$ cat src/hw/dsm_pkg.sv
// What this block does
// [RL1] Bit 15 set while settings are written
// [RL2] Bit 12 set under communications control
// [RL3] Bit 11 set while alarm active
// [RL4] Bit 8 set under current limiting
// [RL5] Bit 7 set under voltage limiting
// [RL6] Bit 5 set above undervoltage threshold
// [RL7] Bit 3 set while output stopped
// [RL8] Bit 2 set during DC braking
// [RL9] Bit 1 set running reverse
// [RL10] Bit 0 set running forward
// [RL11] Bit 10 decelerating, bit 9 accelerating
// [RL12] Bits 14, 13, 6, 4 always zero
// [RL13] Status item shows word as hex, MSB left
// [RL14] Item 0 shows frequency before slip compensation
// [RL15] Item 1 shows frequency after slip compensation
// [RL16] Item 6 shows F, R or dashes
// [RL17] Item 9 shows frequency times speed coefficient
// [RL18] Speed of 10000 or more shows overflow
// [RL19] Item 10 shows scaled PID command, dashes if off
// [RL20] Item 11 shows scaled PID feedback, dashes if off
// [RL21] Monitor offered only in full-menu mode 2
// [RL22] Hex digits use glyphs 0-9 A b C d E F
package dsm_pkg;
   // APB register byte offsets
   localparam logic [7:0] REG_CTRL = 8'h00;
   localparam logic [7:0] REG_SPEED_COEF = 8'h04;
   localparam logic [7:0] REG_PID_A = 8'h08;
   localparam logic [7:0] REG_PID_B = 8'h0c;
   localparam logic [7:0] REG_UV_THRESH = 8'h10;
   localparam logic [7:0] REG_STATUS = 8'h14;
   localparam logic [7:0] REG_DISPLAY = 8'h18;
   // Control register fields
   localparam int CTRL_MENU_LSB = 0;
   localparam int CTRL_ITEM_LSB = 8;
   // Reset values
   localparam logic [1:0] RST_MENU = 2'h0;
   localparam logic [3:0] RST_ITEM = 4'h0;
   localparam logic [15:0] RST_SPEED_COEF = 16'h0001;
   localparam logic [15:0] RST_PID_A = 16'h0064;
   localparam logic [15:0] RST_PID_B = 16'h0000;
   localparam logic [15:0] RST_UV_THRESH = 16'h00c8;
   // Menu limit value that opens the monitor
   localparam logic [1:0] MENU_FULL = 2'h2;
   // Monitoring item codes
   localparam logic [3:0] ITEM_FREQ_PRE = 4'h0;
   localparam logic [3:0] ITEM_FREQ_POST = 4'h1;
   localparam logic [3:0] ITEM_DIRECTION = 4'h6;
   localparam logic [3:0] ITEM_STATUS = 4'h7;
   localparam logic [3:0] ITEM_SPEED = 4'h9;
   localparam logic [3:0] ITEM_PID_CMD = 4'ha;
   localparam logic [3:0] ITEM_PID_FB = 4'hb;
   // Status word bit positions
   localparam int BIT_BUSY = 15;
   localparam int BIT_REMOTE = 12;
   localparam int BIT_FAULT = 11;
   localparam int BIT_DOWN = 10;
   localparam int BIT_UP = 9;
   localparam int BIT_ILIM = 8;
   localparam int BIT_VLIM = 7;
   localparam int BIT_VOK = 5;
   localparam int BIT_STOP = 3;
   localparam int BIT_DCBRK = 2;
   localparam int BIT_REV = 1;
   localparam int BIT_FWD = 0;
   // Smallest value that no longer fits four decimal digits, and PID fraction shift
   localparam logic [31:0] DISP_LIMIT = 32'h0000_2710;
   localparam int PID_FRAC = 15;
   // Glyph codes: 0..15 are hex digits
   localparam logic [4:0] GLY_DASH = 5'h10;
   localparam logic [4:0] GLY_R = 5'h11;
   localparam logic [4:0] GLY_BLANK = 5'h12;
   localparam logic [4:0] GLY_OVF = 5'h13;
   localparam logic [4:0] GLY_F = 5'h0f;

   // Segment pattern, bit order g f e d c b a
   function automatic logic [6:0] dsm_seg(input logic [4:0] g);
      case (g)
         5'h00: dsm_seg = 7'h3f;
         5'h01: dsm_seg = 7'h06;
         5'h02: dsm_seg = 7'h5b;
         5'h03: dsm_seg = 7'h4f;
         5'h04: dsm_seg = 7'h66;
         5'h05: dsm_seg = 7'h6d;
         5'h06: dsm_seg = 7'h7d;
         5'h07: dsm_seg = 7'h07;
         5'h08: dsm_seg = 7'h7f;
         5'h09: dsm_seg = 7'h6f;
         5'h0a: dsm_seg = 7'h77;
         5'h0b: dsm_seg = 7'h7c;
         5'h0c: dsm_seg = 7'h39;
         5'h0d: dsm_seg = 7'h5e;
         5'h0e: dsm_seg = 7'h79;
         5'h0f: dsm_seg = 7'h71;
         5'h10: dsm_seg = 7'h40;
         5'h11: dsm_seg = 7'h50;
         5'h13: dsm_seg = 7'h49;
         default: dsm_seg = 7'h00;
      endcase
   endfunction : dsm_seg
endpackage : dsm_pkg

$ cat src/hw/dsm_drive_status_monitor.sv
// Decided for this implementation: the register addresses and the APB interface to the registers.
`timescale 1ns/100ps
`default_nettype none
module dsm_drive_status_monitor
   import dsm_pkg::*;
(
   input wire logic pclk,
   input wire logic presetn,
   input wire logic psel,
   input wire logic penable,
   input wire logic pwrite,
   input wire logic [7:0] paddr,
   input wire logic [31:0] pwdata,
   output logic [31:0] prdata,
   output logic pready,
   output logic pslverr,
   input wire logic remote_link_active,
   input wire logic fault_active,
   input wire logic ramping_down,
   input wire logic ramping_up,
   input wire logic current_limit_active,
   input wire logic voltage_limit_active,
   input wire logic output_stopped,
   input wire logic dc_brake_active,
   input wire logic running_backward,
   input wire logic running_ahead,
   input wire logic [15:0] dc_link_volts,
   input wire logic [15:0] freq_pre_slip,
   input wire logic [15:0] freq_post_slip,
   input wire logic pid_enabled,
   input wire logic [15:0] pid_command,
   input wire logic [15:0] pid_feedback,
   output logic [15:0] running_status,
   output logic monitor_available,
   output logic [19:0] led_glyphs,
   output logic [27:0] led_segments
);

   // Binary to four BCD digits by shift and add-three
   function automatic logic [15:0] dsm_bcd(input logic [13:0] v);
      logic [29:0] s;
      s = {16'h0000, v};
      for (int i = 0; i < 14; i++) begin
         for (int n = 0; n < 4; n++) begin
            if (s[14 + 4 * n +: 4] >= 4'h5) begin
               s[14 + 4 * n +: 4] = s[14 + 4 * n +: 4] + 4'h3;
            end
         end
         s = {s[28:0], 1'b0};
      end
      dsm_bcd = s[29:14];
   endfunction : dsm_bcd

   logic [1:0] menu_limit_setting_ff, nxt_menu_limit_setting;
   logic [3:0] item_ff, nxt_item;
   logic [15:0] speed_coefficient_ff, nxt_speed_coefficient;
   logic [15:0] pid_scale_coef_a_ff, nxt_pid_scale_coef_a;
   logic [15:0] pid_scale_coef_b_ff, nxt_pid_scale_coef_b;
   logic [15:0] uv_thresh_ff, nxt_uv_thresh;
   logic [31:0] prdata_ff, nxt_prdata;
   logic busy_ff, nxt_busy;
   logic [15:0] status_ff, nxt_status;
   logic [19:0] glyph_ff, nxt_glyph;
   logic [27:0] seg_ff, nxt_seg;
   logic cfg_hit, ro_hit, wr_en, link_voltage_ok, menu_full;

   // Address decode and handshake; every access completes without wait
   always_comb begin
      cfg_hit = (paddr == REG_CTRL) || (paddr == REG_SPEED_COEF) ||
                (paddr == REG_PID_A) || (paddr == REG_PID_B) ||
                (paddr == REG_UV_THRESH);
      ro_hit = (paddr == REG_STATUS) || (paddr == REG_DISPLAY);
      pready = psel && penable;
      pslverr = psel && penable && !(cfg_hit || ro_hit);
      wr_en = psel && penable && pwrite && cfg_hit;
   end

   // Settings registers, written at the completing access edge
   always_comb begin
      nxt_menu_limit_setting = menu_limit_setting_ff;
      nxt_item = item_ff;
      nxt_speed_coefficient = speed_coefficient_ff;
      nxt_pid_scale_coef_a = pid_scale_coef_a_ff;
      nxt_pid_scale_coef_b = pid_scale_coef_b_ff;
      nxt_uv_thresh = uv_thresh_ff;
      if (wr_en) begin
         case (paddr)
            REG_CTRL: begin
               nxt_menu_limit_setting = pwdata[CTRL_MENU_LSB +: 2];
               nxt_item = pwdata[CTRL_ITEM_LSB +: 4];
            end
            REG_SPEED_COEF: nxt_speed_coefficient = pwdata[15:0];
            REG_PID_A: nxt_pid_scale_coef_a = pwdata[15:0];
            REG_PID_B: nxt_pid_scale_coef_b = pwdata[15:0];
            REG_UV_THRESH: nxt_uv_thresh = pwdata[15:0];
            default: nxt_uv_thresh = uv_thresh_ff;
         endcase
      end
   end

   // Read data is latched in the setup cycle
   always_comb begin
      nxt_prdata = prdata_ff;
      if (psel && !penable && !pwrite) begin
         case (paddr)
            REG_CTRL: nxt_prdata = {20'h00000, item_ff, 6'h00,
                                    menu_limit_setting_ff};
            REG_SPEED_COEF: nxt_prdata = {16'h0000, speed_coefficient_ff};
            REG_PID_A: nxt_prdata = {16'h0000, pid_scale_coef_a_ff};
            REG_PID_B: nxt_prdata = {16'h0000, pid_scale_coef_b_ff};
            REG_UV_THRESH: nxt_prdata = {16'h0000, uv_thresh_ff};
            REG_STATUS: nxt_prdata = {16'h0000, status_ff};
            REG_DISPLAY: nxt_prdata = {12'h000, glyph_ff};
            default: nxt_prdata = 32'h0000_0000;
         endcase
      end
   end

   // Running-status word packing
   always_comb begin
      nxt_busy = psel && pwrite && cfg_hit; // [RL1]
      link_voltage_ok = dc_link_volts > uv_thresh_ff; // [RL6]
      nxt_status = 16'h0000; // [RL12]
      nxt_status[BIT_BUSY] = busy_ff; // [RL1]
      nxt_status[BIT_REMOTE] = remote_link_active; // [RL2]
      nxt_status[BIT_FAULT] = fault_active; // [RL3]
      nxt_status[BIT_DOWN] = ramping_down; // [RL11]
      nxt_status[BIT_UP] = ramping_up; // [RL11]
      nxt_status[BIT_ILIM] = current_limit_active; // [RL4]
      nxt_status[BIT_VLIM] = voltage_limit_active; // [RL5]
      nxt_status[BIT_VOK] = link_voltage_ok; // [RL6]
      nxt_status[BIT_STOP] = output_stopped; // [RL7]
      nxt_status[BIT_DCBRK] = dc_brake_active; // [RL8]
      nxt_status[BIT_REV] = running_backward; // [RL9]
      nxt_status[BIT_FWD] = running_ahead; // [RL10]
   end

   logic signed [16:0] pid_span;
   logic signed [33:0] pid_prod;
   logic signed [33:0] pid_val;
   logic [31:0] speed_val;
   logic [31:0] num_val;
   logic [15:0] bcd_val;
   logic show_num;

   // Selected item to glyphs; numbers pass through BCD conversion
   always_comb begin
      menu_full = menu_limit_setting_ff == MENU_FULL; // [RL21]
      speed_val = freq_pre_slip * speed_coefficient_ff; // [RL17]
      pid_span = 17'(signed'(pid_scale_coef_a_ff)) -
                 17'(signed'(pid_scale_coef_b_ff));
      pid_prod = signed'({1'b0, (item_ff == ITEM_PID_FB) ? pid_feedback :
                  pid_command}) * pid_span;
      // Scaled by A minus B, then offset by B
      pid_val = (pid_prod >>> PID_FRAC) +
                34'(signed'(pid_scale_coef_b_ff)); // [RL19] [RL20]
      num_val = 32'h0000_0000;
      show_num = 1'b0;
      nxt_glyph = {4{GLY_DASH}};
      case (item_ff)
         ITEM_FREQ_PRE: begin
            num_val = {16'h0000, freq_pre_slip}; // [RL14]
            show_num = 1'b1;
         end
         ITEM_FREQ_POST: begin
            num_val = {16'h0000, freq_post_slip}; // [RL15]
            show_num = 1'b1;
         end
         ITEM_DIRECTION: begin
            if (running_ahead) begin
               nxt_glyph = {GLY_BLANK, GLY_BLANK, GLY_BLANK, GLY_F}; // [RL16]
            end else if (running_backward) begin
               nxt_glyph = {GLY_BLANK, GLY_BLANK, GLY_BLANK, GLY_R}; // [RL16]
            end
         end
         ITEM_STATUS: begin
            // Top nibble lands on the leftmost digit
            nxt_glyph = {1'b0, status_ff[15:12], 1'b0, status_ff[11:8],
                         1'b0, status_ff[7:4], 1'b0, status_ff[3:0]}; // [RL13]
         end
         ITEM_SPEED: begin
            num_val = speed_val;
            show_num = 1'b1;
         end
         ITEM_PID_CMD, ITEM_PID_FB: begin
            if (pid_enabled) begin
               show_num = 1'b1;
               // Negative results cannot be shown and read as overflow
               num_val = pid_val[33] ? DISP_LIMIT :
                         (pid_val >= 34'(DISP_LIMIT)) ? DISP_LIMIT :
                         pid_val[31:0];
            end
         end
         default: nxt_glyph = {4{GLY_DASH}};
      endcase
      // Only values below the limit reach the digits, so 14 bits suffice
      bcd_val = dsm_bcd(num_val[13:0]);
      if (show_num) begin
         if (num_val >= DISP_LIMIT) begin
            nxt_glyph = {4{GLY_OVF}}; // [RL18]
         end else begin
            nxt_glyph = {1'b0, bcd_val[15:12], 1'b0, bcd_val[11:8],
                         1'b0, bcd_val[7:4], 1'b0, bcd_val[3:0]};
         end
      end
      if (!menu_full) begin
         nxt_glyph = {4{GLY_BLANK}}; // [RL21]
      end
   end

   // Glyph to segment pattern per digit
   genvar gd;
   generate
      for (gd = 0; gd < 4; gd++) begin : g_digit
         assign nxt_seg[7 * gd +: 7] = dsm_seg(nxt_glyph[5 * gd +: 5]); // [RL22]
      end
   endgenerate

   // State registers
   always_ff @(posedge pclk or negedge presetn) begin
      if (!presetn) begin
         menu_limit_setting_ff <= RST_MENU;
         item_ff <= RST_ITEM;
         speed_coefficient_ff <= RST_SPEED_COEF;
         pid_scale_coef_a_ff <= RST_PID_A;
         pid_scale_coef_b_ff <= RST_PID_B;
         uv_thresh_ff <= RST_UV_THRESH;
         prdata_ff <= 32'h0000_0000;
         busy_ff <= 1'b0;
         status_ff <= 16'h0000;
         glyph_ff <= {4{GLY_BLANK}};
         seg_ff <= 28'h0000000;
      end else begin
         menu_limit_setting_ff <= nxt_menu_limit_setting;
         item_ff <= nxt_item;
         speed_coefficient_ff <= nxt_speed_coefficient;
         pid_scale_coef_a_ff <= nxt_pid_scale_coef_a;
         pid_scale_coef_b_ff <= nxt_pid_scale_coef_b;
         uv_thresh_ff <= nxt_uv_thresh;
         prdata_ff <= nxt_prdata;
         busy_ff <= nxt_busy;
         status_ff <= nxt_status;
         glyph_ff <= nxt_glyph;
         seg_ff <= nxt_seg;
      end
   end

   // Outputs
   assign prdata = prdata_ff;
   assign running_status = status_ff;
   assign monitor_available = menu_full;
   assign led_glyphs = glyph_ff;
   assign led_segments = seg_ff;

   // Checks
   property p_busy;
      @(posedge pclk) disable iff (!presetn)
      (psel && pwrite && cfg_hit) |=> ##1 running_status[BIT_BUSY];
   endproperty
   a_busy: assert property (p_busy) else $error("busy bit missing"); // [RL1]

   property p_remote;
      @(posedge pclk) disable iff (!presetn)
      running_status[BIT_REMOTE] == $past(remote_link_active);
   endproperty
   a_remote: assert property (p_remote) // [RL2]
      else $error("remote bit wrong");

   property p_fault;
      @(posedge pclk) disable iff (!presetn)
      fault_active |=> running_status[BIT_FAULT];
   endproperty
   a_fault: assert property (p_fault) else $error("alarm bit wrong"); // [RL3]

   property p_limits;
      @(posedge pclk) disable iff (!presetn)
      ##1 (running_status[BIT_ILIM] == $past(current_limit_active)) &&
      (running_status[BIT_VLIM] == $past(voltage_limit_active));
   endproperty
   a_limits: assert property (p_limits) // [RL4] [RL5]
      else $error("limit bits wrong");

   property p_vok;
      @(posedge pclk) disable iff (!presetn)
      (dc_link_volts <= uv_thresh_ff) |=> !running_status[BIT_VOK];
   endproperty
   a_vok: assert property (p_vok) else $error("voltage bit wrong"); // [RL6]

   property p_motion;
      @(posedge pclk) disable iff (!presetn)
      ##1 running_status[3:0] == {$past(output_stopped),
      $past(dc_brake_active), $past(running_backward), $past(running_ahead)};
   endproperty
   a_motion: assert property (p_motion) // [RL7] [RL8] [RL9] [RL10]
      else $error("motion bits wrong");

   property p_ramp;
      @(posedge pclk) disable iff (!presetn)
      ##1 running_status[10:9] == {$past(ramping_down), $past(ramping_up)};
   endproperty
   a_ramp: assert property (p_ramp) else $error("ramp bits wrong"); // [RL11]

   property p_zero;
      @(posedge pclk) disable iff (!presetn)
      {running_status[14:13], running_status[6], running_status[4]} == 4'h0;
   endproperty
   a_zero: assert property (p_zero) // [RL12]
      else $error("fixed bits not zero");

   property p_hex;
      @(posedge pclk) disable iff (!presetn)
      (menu_full && item_ff == ITEM_STATUS) |=>
      led_glyphs[19:15] == {1'b0, $past(running_status[15:12])};
   endproperty
   a_hex: assert property (p_hex) else $error("hex digit wrong"); // [RL13]

   property p_overflow;
      @(posedge pclk) disable iff (!presetn)
      (menu_full && item_ff == ITEM_SPEED && speed_val >= DISP_LIMIT) |=>
      led_glyphs == {4{GLY_OVF}};
   endproperty
   a_overflow: assert property (p_overflow) // [RL17] [RL18]
      else $error("no overflow");

   property p_dir;
      @(posedge pclk) disable iff (!presetn)
      (menu_full && item_ff == ITEM_DIRECTION && running_ahead) |=>
      led_glyphs == {GLY_BLANK, GLY_BLANK, GLY_BLANK, GLY_F};
   endproperty
   a_dir: assert property (p_dir) else $error("direction wrong"); // [RL16]

   property p_pid_off;
      @(posedge pclk) disable iff (!presetn)
      (menu_full && !pid_enabled && (item_ff == ITEM_PID_CMD ||
      item_ff == ITEM_PID_FB)) |=> led_glyphs == {4{GLY_DASH}};
   endproperty
   a_pid_off: assert property (p_pid_off) // [RL19] [RL20]
      else $error("pid not dashed");

   property p_menu;
      @(posedge pclk) disable iff (!presetn)
      !menu_full |=> led_segments == 28'h0000000;
   endproperty
   a_menu: assert property (p_menu) else $error("menu not limited"); // [RL21]

   c_status: cover property (@(posedge pclk) disable iff (!presetn)
      menu_full && item_ff == ITEM_STATUS ##1 running_status != 16'h0000);
   c_speed_ovf: cover property (@(posedge pclk) disable iff (!presetn)
      led_glyphs == {4{GLY_OVF}});
   c_reverse: cover property (@(posedge pclk) disable iff (!presetn)
      menu_full && item_ff == ITEM_DIRECTION && running_backward);
endmodule : dsm_drive_status_monitor
`default_nettype wire

$ cat config.mk
export PLATFORM = sky130hd
export DESIGN_NAME = dsm_drive_status_monitor
export DESIGN_NICKNAME = d
export VERILOG_FILES = /design/src/hw/dsm_pkg.sv /design/src/hw/dsm_drive_status_monitor.sv
export SDC_FILE = /design/constraint.sdc
export NUM_CORES = 2
export LEC_CHECK = 0
export BUFFER_PORTS_ARGS = -buffer_cell sky130_fd_sc_hd__buf_2
export CORE_MARGIN = 3
export CORE_UTILIZATION = 54
export DETAILED_ROUTE_END_ITERATION = 7
export PLACE_DENSITY = 0.78
export SLEW_MARGIN = 0
export SYNTH_ARGS = -nofsm -noshare
export SYNTH_HDL_FRONTEND = slang
export SYNTH_SLANG_ARGS = --single-unit
$ cat constraint.sdc
create_clock -name pclk -period 28.6 [get_ports pclk]
set_input_delay 7.15 -clock pclk [delete_from_list [all_inputs] [get_ports pclk]]
set_output_delay 7.15 -clock pclk [all_outputs]
set_load 0.02 [all_outputs]
Yosys cells after proc, flatten, opt, wreduce, memory -nomap -nowiden
Memory sizes are Yosys's and may differ from the RTL's. A register that Yosys moved wholly into a read port is not among the register bits.
Index checks and enable logic that the tools add are counted.

storage, ports and cells
  flip-flop bits (word level) = 135
  memory bits (read-only) = 896
  bits of input ports = 136
  memories = 4

memory list
  name              words  bits a word  rd ports  clocked after Yosys merged registers in  wr ports  line           RTL
  (name not given)  32     7            1         1                                        0         dsm_pkg.sv:78  case (g)
  (name not given)  32     7            1         1                                        0         dsm_pkg.sv:78
  (name not given)  32     7            1         1                                        0         dsm_pkg.sv:78
  (name not given)  32     7            1         1                                        0         dsm_pkg.sv:78

operators by class
  add/sub/neg operators = 28
  $mul = 2
  $lt $le $gt $ge = 29
  equality and inequality tests = 13
  muxes and demuxes = 40
  reductions and logical operators = 30

operators with widths
  kind                                                                                    number
  20-bit case mux with 7 select lines                                                     1
  32-bit case mux with 4 select lines                                                     1
  32-bit 2-to-1 mux                                                                       3
  4-bit 2-to-1 mux                                                                        24
  4-bit by 3-bit greater-or-equal comparator with 1-bit output (second input constant)    22
  4-bit by 2-bit adder with 4-bit output (second input constant)                          21
  20-bit 2-to-1 mux                                                                       3
  20-bit case mux with 2 select lines                                                     1
  34-bit by 14-bit greater-or-equal comparator with 1-bit output (second input constant)  1
  17-bit by 17-bit multiplier with 34-bit output                                          1
  17-bit 2-to-1 mux                                                                       2
  32-bit by 14-bit greater-or-equal comparator with 1-bit output (second input constant)  1
  16-bit by 16-bit multiplier with 32-bit output                                          1
  8-bit by 5-bit equality test with 1-bit output (second input constant)                  3
  19-bit by 16-bit adder with 20-bit output                                               1
  16-bit by 16-bit subtractor with 17-bit output                                          1
  8-bit by 4-bit equality test with 1-bit output (second input constant)                  2
  16-bit greater-than comparator                                                          1
  16-bit 2-to-1 mux                                                                       1
  3-bit by 2-bit adder with 4-bit output (second input constant)                          3
  4-bit equality test (second input constant)                                             3
  3-bit greater-or-equal comparator (second input constant)                               4
  2-bit AND reduction                                                                     5
  4-bit by 3-bit equality test with 1-bit output (second input constant)                  2
  other kinds (14)                                                                        34

Longest topological paths before layout
  depth after elaboration = 34
  mapped depth = 108
  depth with buffers taken out = 108

Least setup slack after synthesis
No wires, ideal clock.

  kind = in2reg
  start point = in pid_command[0]
  end point = reg seg_ff[21], in the netlist led_segments[21]
  setup time = 122 ps
  arrival = 25581 ps
  data required time = 28478 ps
  slack = 2898 ps
  stages on the path = 96
  cell sequence = mux2i_1 -> clkbuf_1 -> nor2_1 -> fa_1 -> fa_1 -> ha_1 -> ha_1 -> inv_1 -> fa_1 -> inv_1 -> ha_1 -> nand4_1 -> o31ai_1 -> a21o_1 -> a21o_1 -> a21o_1 -> a21o_1 -> a21o_1 -> (+60 left out) -> clkbuf_1 -> inv_1 -> ha_1 -> or4_1 -> a311oi_1 -> a21o_1 -> a31oi_1 -> xnor2_1 -> inv_1 -> ha_1 -> nor2b_1 -> o22ai_1 -> inv_1 -> a211o_1 -> inv_1 -> nand2b_1 -> or3_1 -> a32o_1

on the way
  cells in the longest elaborated chain, start to end = 33

RTL lines
  item                                                                                                                           line                                                            RTL
  start: declaration                                                                                                             dsm_drive_status_monitor.sv:31                                  input wire logic [15:0] pid_command,
  16-bit 2-to-1 mux (*)                                                                                                          dsm_drive_status_monitor.sv:152                                 pid_prod = signed'({1'b0, (item_ff == ITEM_PID_FB) ? pid_feedback :
  17-bit by 17-bit multiplier with 34-bit output (*)                                                                             dsm_drive_status_monitor.sv:153                                 pid_command}) * pid_span;
  19-bit by 16-bit adder with 20-bit output (*)                                                                                  dsm_drive_status_monitor.sv:155                                 pid_val = (pid_prod >>> PID_FRAC) +
  34-bit by 14-bit greater-or-equal comparator with 1-bit output                                                                 dsm_drive_status_monitor.sv:190                                 (pid_val >= 34'(DISP_LIMIT)) ? DISP_LIMIT :
  32-bit 2-to-1 mux                                                                                                              dsm_drive_status_monitor.sv:190
  32-bit 2-to-1 mux (*)                                                                                                          dsm_drive_status_monitor.sv:189                                 num_val = pid_val[33] ? DISP_LIMIT :
  32-bit 2-to-1 mux (*)                                                                                                          dsm_drive_status_monitor.sv:186                                 if (pid_enabled) begin
  32-bit case mux with 4 select lines (*)                                                                                        dsm_drive_status_monitor.sv:160                                 case (item_ff)
  (+18 left out)                                                                                                                 -
  4-bit by 2-bit adder with 4-bit output (tied with other cells)                                                                 dsm_drive_status_monitor.sv:46                                  s[14 + 4 * n +: 4] = s[14 + 4 * n +: 4] + 4'h3;
  4-bit 2-to-1 mux / 3-bit 2-to-1 mux (equally long branches)                                                                    dsm_drive_status_monitor.sv:45                                  if (s[14 + 4 * n +: 4] >= 4'h5) begin
  4-bit by 3-bit greater-or-equal comparator with 1-bit output / 3-bit by 2-bit adder with 3-bit output (equally long branches)  dsm_drive_status_monitor.sv:45, dsm_drive_status_monitor.sv:46
  3-bit 2-to-1 mux                                                                                                               dsm_drive_status_monitor.sv:45
  20-bit 2-to-1 mux (*)                                                                                                          dsm_drive_status_monitor.sv:199                                 if (num_val >= DISP_LIMIT) begin
  20-bit 2-to-1 mux (*)                                                                                                          dsm_drive_status_monitor.sv:198                                 if (show_num) begin
  20-bit 2-to-1 mux (*)                                                                                                          dsm_drive_status_monitor.sv:206                                 if (!menu_full) begin
  net nxt_glyph[17]                                                                                                              dsm_drive_status_monitor.sv:63                                  logic [19:0] glyph_ff, nxt_glyph;
  end: declaration                                                                                                               dsm_drive_status_monitor.sv:64                                  logic [27:0] seg_ff, nxt_seg;

Mark *: on every way through the listed nets, which the timed path passes. The rest lies on a longest branch.
A chain may end at the register's enable or synchronous reset.

Final worst setup path
  start point = in pid_feedback[1]
  end point = reg seg_ff[7], in the netlist led_segments[7]

on the way
  cells in the longest elaborated chain, start to end = 33

RTL lines
  item                                                                                                                           line                                                            RTL
  start: declaration                                                                                                             dsm_drive_status_monitor.sv:32                                  input wire logic [15:0] pid_feedback,
  16-bit 2-to-1 mux (*)                                                                                                          dsm_drive_status_monitor.sv:152
  17-bit by 17-bit multiplier with 34-bit output (*)                                                                             dsm_drive_status_monitor.sv:153
  19-bit by 16-bit adder with 20-bit output (*)                                                                                  dsm_drive_status_monitor.sv:155
  34-bit by 14-bit greater-or-equal comparator with 1-bit output                                                                 dsm_drive_status_monitor.sv:190
  32-bit 2-to-1 mux                                                                                                              dsm_drive_status_monitor.sv:190
  32-bit 2-to-1 mux (*)                                                                                                          dsm_drive_status_monitor.sv:189
  32-bit 2-to-1 mux (*)                                                                                                          dsm_drive_status_monitor.sv:186
  32-bit case mux with 4 select lines (*)                                                                                        dsm_drive_status_monitor.sv:160
  (+18 left out)                                                                                                                 -
  4-bit by 2-bit adder with 4-bit output / 4-bit by 3-bit greater-or-equal comparator with 1-bit output (equally long branches)  dsm_drive_status_monitor.sv:46, dsm_drive_status_monitor.sv:45
  4-bit 2-to-1 mux                                                                                                               dsm_drive_status_monitor.sv:45
  4-bit by 2-bit adder with 4-bit output / 4-bit by 3-bit greater-or-equal comparator with 1-bit output (equally long branches)  dsm_drive_status_monitor.sv:46, dsm_drive_status_monitor.sv:45
  4-bit 2-to-1 mux                                                                                                               dsm_drive_status_monitor.sv:45
  20-bit 2-to-1 mux (*)                                                                                                          dsm_drive_status_monitor.sv:199
  20-bit 2-to-1 mux (*)                                                                                                          dsm_drive_status_monitor.sv:198
  20-bit 2-to-1 mux (*)                                                                                                          dsm_drive_status_monitor.sv:206
  net nxt_glyph[6]                                                                                                               dsm_drive_status_monitor.sv:63

Marked as above.

==> flow_summary.ini <==
[run_status]
status = complete, no violations

[clocking]
cts_max_level = 4
clk_path_buf_depth = 2
post_cts_buffers = 0
root_buffer = clkbuf_16
clk_pin_slew_ns = 0.07
cts_buffers = 17
clk_latency_ns = 0.44
cts_tree = done
cts_sinks = 149

[setup_path]
crit_start = pid_feedback[1]
path_class = primary input to flip-flop
r2r_cells = 104
worstSetupStartpointType = primary input
setup.worst_path.end = led_segments[7]
cp.arrival_ns = 27.51
regToRegStartpoint = pid_scale_coef_b_ff[1]
rrSetupSlack_ns = 5.22
crit_required_ns = 28.94
end_kind = flip-flop
slowest_delay_ns = 0.57
r2r-end = led_segments[7]
crit_fanout = 10
crit_slowest_cell = or4_4

[cells_and_area]
nNetsFinal = 4462
drive_gt1_frac = 0.139
stdcell_area_um2 = 32700
fin_cells = 4358
area_growth_pct = 8.09

[routing]
wire_per_inst_um = 19.4
firstDrtPassIters = 6
vias = 25515
antenna_left = 0
routed_wl_um = 84700
route.detailed.drc = 0
vias_per_cell = 5.85
drt_iter0_markers = 1771

[logic_synthesis]
yosysSeqAreaShare = 0.124
ys_types = 123
syn-cell-area_um2 = 30300
synth-edff-count = 0
ys.flop_type = dfrtp_1
synth_area_leaders = fa_1 (27%), ha_1 (14%), dfrtp_1 (11%), inv_1 (7.0%), nand2_1 (5.3%)
ys_warn_count = 0
synth_top_area_frac = 0.267
ys_async_sr_fraction = 1.00
ys_seq_elements = 149
yosysTopAreaCell = fa_1
synthCells = 3448
avgSynthCellArea_um2 = 8.78

[die]
die-area_um2 = 58900
die_w_um = 243
die_h_um = 243
ioPinCount = 235
rows = 86
core_area_um2 = 55300
initial_core_util = 0.547

[timing]
setup_tns_ns = 0
worst_slew_pin_slew_ns = 1.16
finalCritPeriodShare = 0.950
fin_skew_ns = 0.0109
setup_violations = 0
setup_slack_ns = 1.43
final.min_clock_period_ns = 27.17
rsz0062_at_grt = no
clock.fmax_ghz = 0.0368
slew_headroom = 0.219
finalHoldViolations = 0
final_max_slew_viol_count = 0

[run]
maxCapViolCount = 0

[power_and_ir_drop]
vdd_drop_max_v = 0.000263
powerDensity_nw_per_um2 = 49.0
p_leak_nw = 17.4

[global_route]
grt_max_degree = 88
grt-ovfl-total = 0
grt_use_total = 0.290
antenna_found_initial = 7
grt_pass1_wl_um = 138000
grt_pass1_vias = 25740

[min_path]
hold_path.class = flip-flop to flip-flop

[placed_design]
io_buffers = 202
placedCellCount = 4322
dp_hpwl_um = 68000
place_ws_ns = 0.567
gp_congestion = 0.978
place_area_um2 = 32000
-- routing by layer --
layer	GRT usage	share of wire	vias to the layer above
met3	0.0418	0.075	205
met1	0.390	0.41	12614
li1	-	-	11683
met2	0.480	0.47	1005
met5	0	0.00057	-
met4	0.110	0.044	8
-- synthesized netlist by cell type (all sizes together) (21+ instances only) --
cell type  instances
a211oi            22
a21o              61
a21oi            100
a22oi             43
a31oi             21
and2             132
buf               42
clkbuf           101
dfrtp            136
fa               404
ha               329
inv              576
mux2             100
mux2i             39
nand2            428
nand2b            29
nand3             48
nor2             223
nor2b             21
nor3              56
o211ai            23
o21a              29
o21ai            102
xnor2             43
xor2              27
-- flip-flops by register name, summed over array words and instances (netlist names) --
| name | count |
|---|---|
| prdata | 20 |
| busy_ff | 1 |
| menu_limit_setting_ff | 2 |
| pid_scale_coef_b_ff | 16 |
| running_status | 12 |
| led_glyphs | 18 |
| pid_scale_coef_a_ff | 16 |
| item_ff | 4 |
| speed_coefficient_ff | 16 |
| uv_thresh_ff | 16 |
| led_segments | 28 |
-- how the worst min path moves through the flow --
| stage | startpoint | endpoint | cells past startpoint |
|---|---|---|---|
| 2_1_floorplan | busy_ff | running_status[15] | 0 |
| 3_3_place_gp | busy_ff | running_status[15] | 0 |
| 3_5_place_dp | busy_ff | running_status[15] | 0 |
| 4_1_cts | busy_ff | running_status[15] | 0 |
| 5_1_grt | busy_ff | running_status[15] | 0 |
| 6_report | busy_ff | running_status[15] | 0 |
-- where the power goes --
part           total (W)  leakage [nW]  switching [W]  internal (W)
clock           0.000228         0.292       0.000102      0.000126
sequential      0.000213          2.01     0.00000154      0.000212
combinational    0.00116          15.1       0.000711      0.000451
total            0.00160          17.4       0.000814      0.000790
-- kinds of logic after synthesis --
logic type / share of synthesized area
other cells: 0.000124
fa+ha+maj: 0.404
xor+xnor: 0.0205
compound gates: 0.148
mux: 0.0512
simple gates: 0.159
buf+inv: 0.0935
flops: 0.124
-- cell usage in the layout, fill, tap and decap left out, drive strengths merged, types with 16 or more instances in the layout --
| cell type | synthesis | routed |
|---|---|---|
| a211oi | 22 | 22 |
| a21o | 61 | 61 |
| a21oi | 100 | 100 |
| a22o | 19 | 19 |
| a22oi | 43 | 43 |
| a31oi | 21 | 21 |
| and2 | 132 | 132 |
| and3 | 17 | 17 |
| buf | 42 | 254 |
| clkbuf | 101 | 18 |
| conb | 1 | 16 |
| dfrtp | 136 | 136 |
| fa | 404 | 404 |
| ha | 329 | 329 |
| inv | 576 | 583 |
| mux2 | 100 | 100 |
| mux2i | 39 | 39 |
| nand2 | 428 | 428 |
| nand2b | 29 | 29 |
| nand3 | 48 | 48 |
| nand4 | 16 | 16 |
| nor2 | 223 | 223 |
| nor2b | 21 | 21 |
| nor3 | 56 | 56 |
| o211ai | 23 | 23 |
| o21a | 29 | 29 |
| o21ai | 102 | 102 |
| o31ai | 20 | 20 |
| xnor2 | 43 | 43 |
| xor2 | 27 | 27 |
-- stage by stage --
step	hold WS (ns)	power, W	utilization
finish	0.348	0.00160	0.591
global route	0.354	0.00173	0.591
CTS	0.351	0.00157	0.590
detailed placement	0.340	0.00133	0.579
global placement	0.333	0.00132	0.579
floorplan	0.331	0.00112	-
-- critical path, delay by kind of cell --
| kind | cells | cell delay, ns |
|---|---|---|
| AO/OA/AOI/OAI | 43 | 8.83 |
| adder cells (fa/ha/maj) | 20 | 6.27 |
| AND/OR/NAND/NOR | 12 | 2.41 |
| buffers and inverters | 17 | 1.66 |
| multiplexers | 3 | 0.78 |
| XOR/XNOR | 2 | 0.38 |
-- what timing repair did --
item | CTS | global route
resized for setup | 0 | 13
endpoints found under the setup margin | 0 | 17
hold buffers | 0 | 0
-- cell type report --
cell class | count | area [um^2]
Multi-Input combinational cell | 2593 | 23800
Tap cell | 748 | 936
Fill cell | 4867 | 22600
Inverter | 578 | 2170
Clock inverter | 14 | 160
Timing Repair Buffer | 254 | 1410
Sequential cell | 149 | 3740
Antenna cell | 4 | 10.0
Clock buffer | 18 | 439
Note: power is estimated with default switching activity, not from simulation.
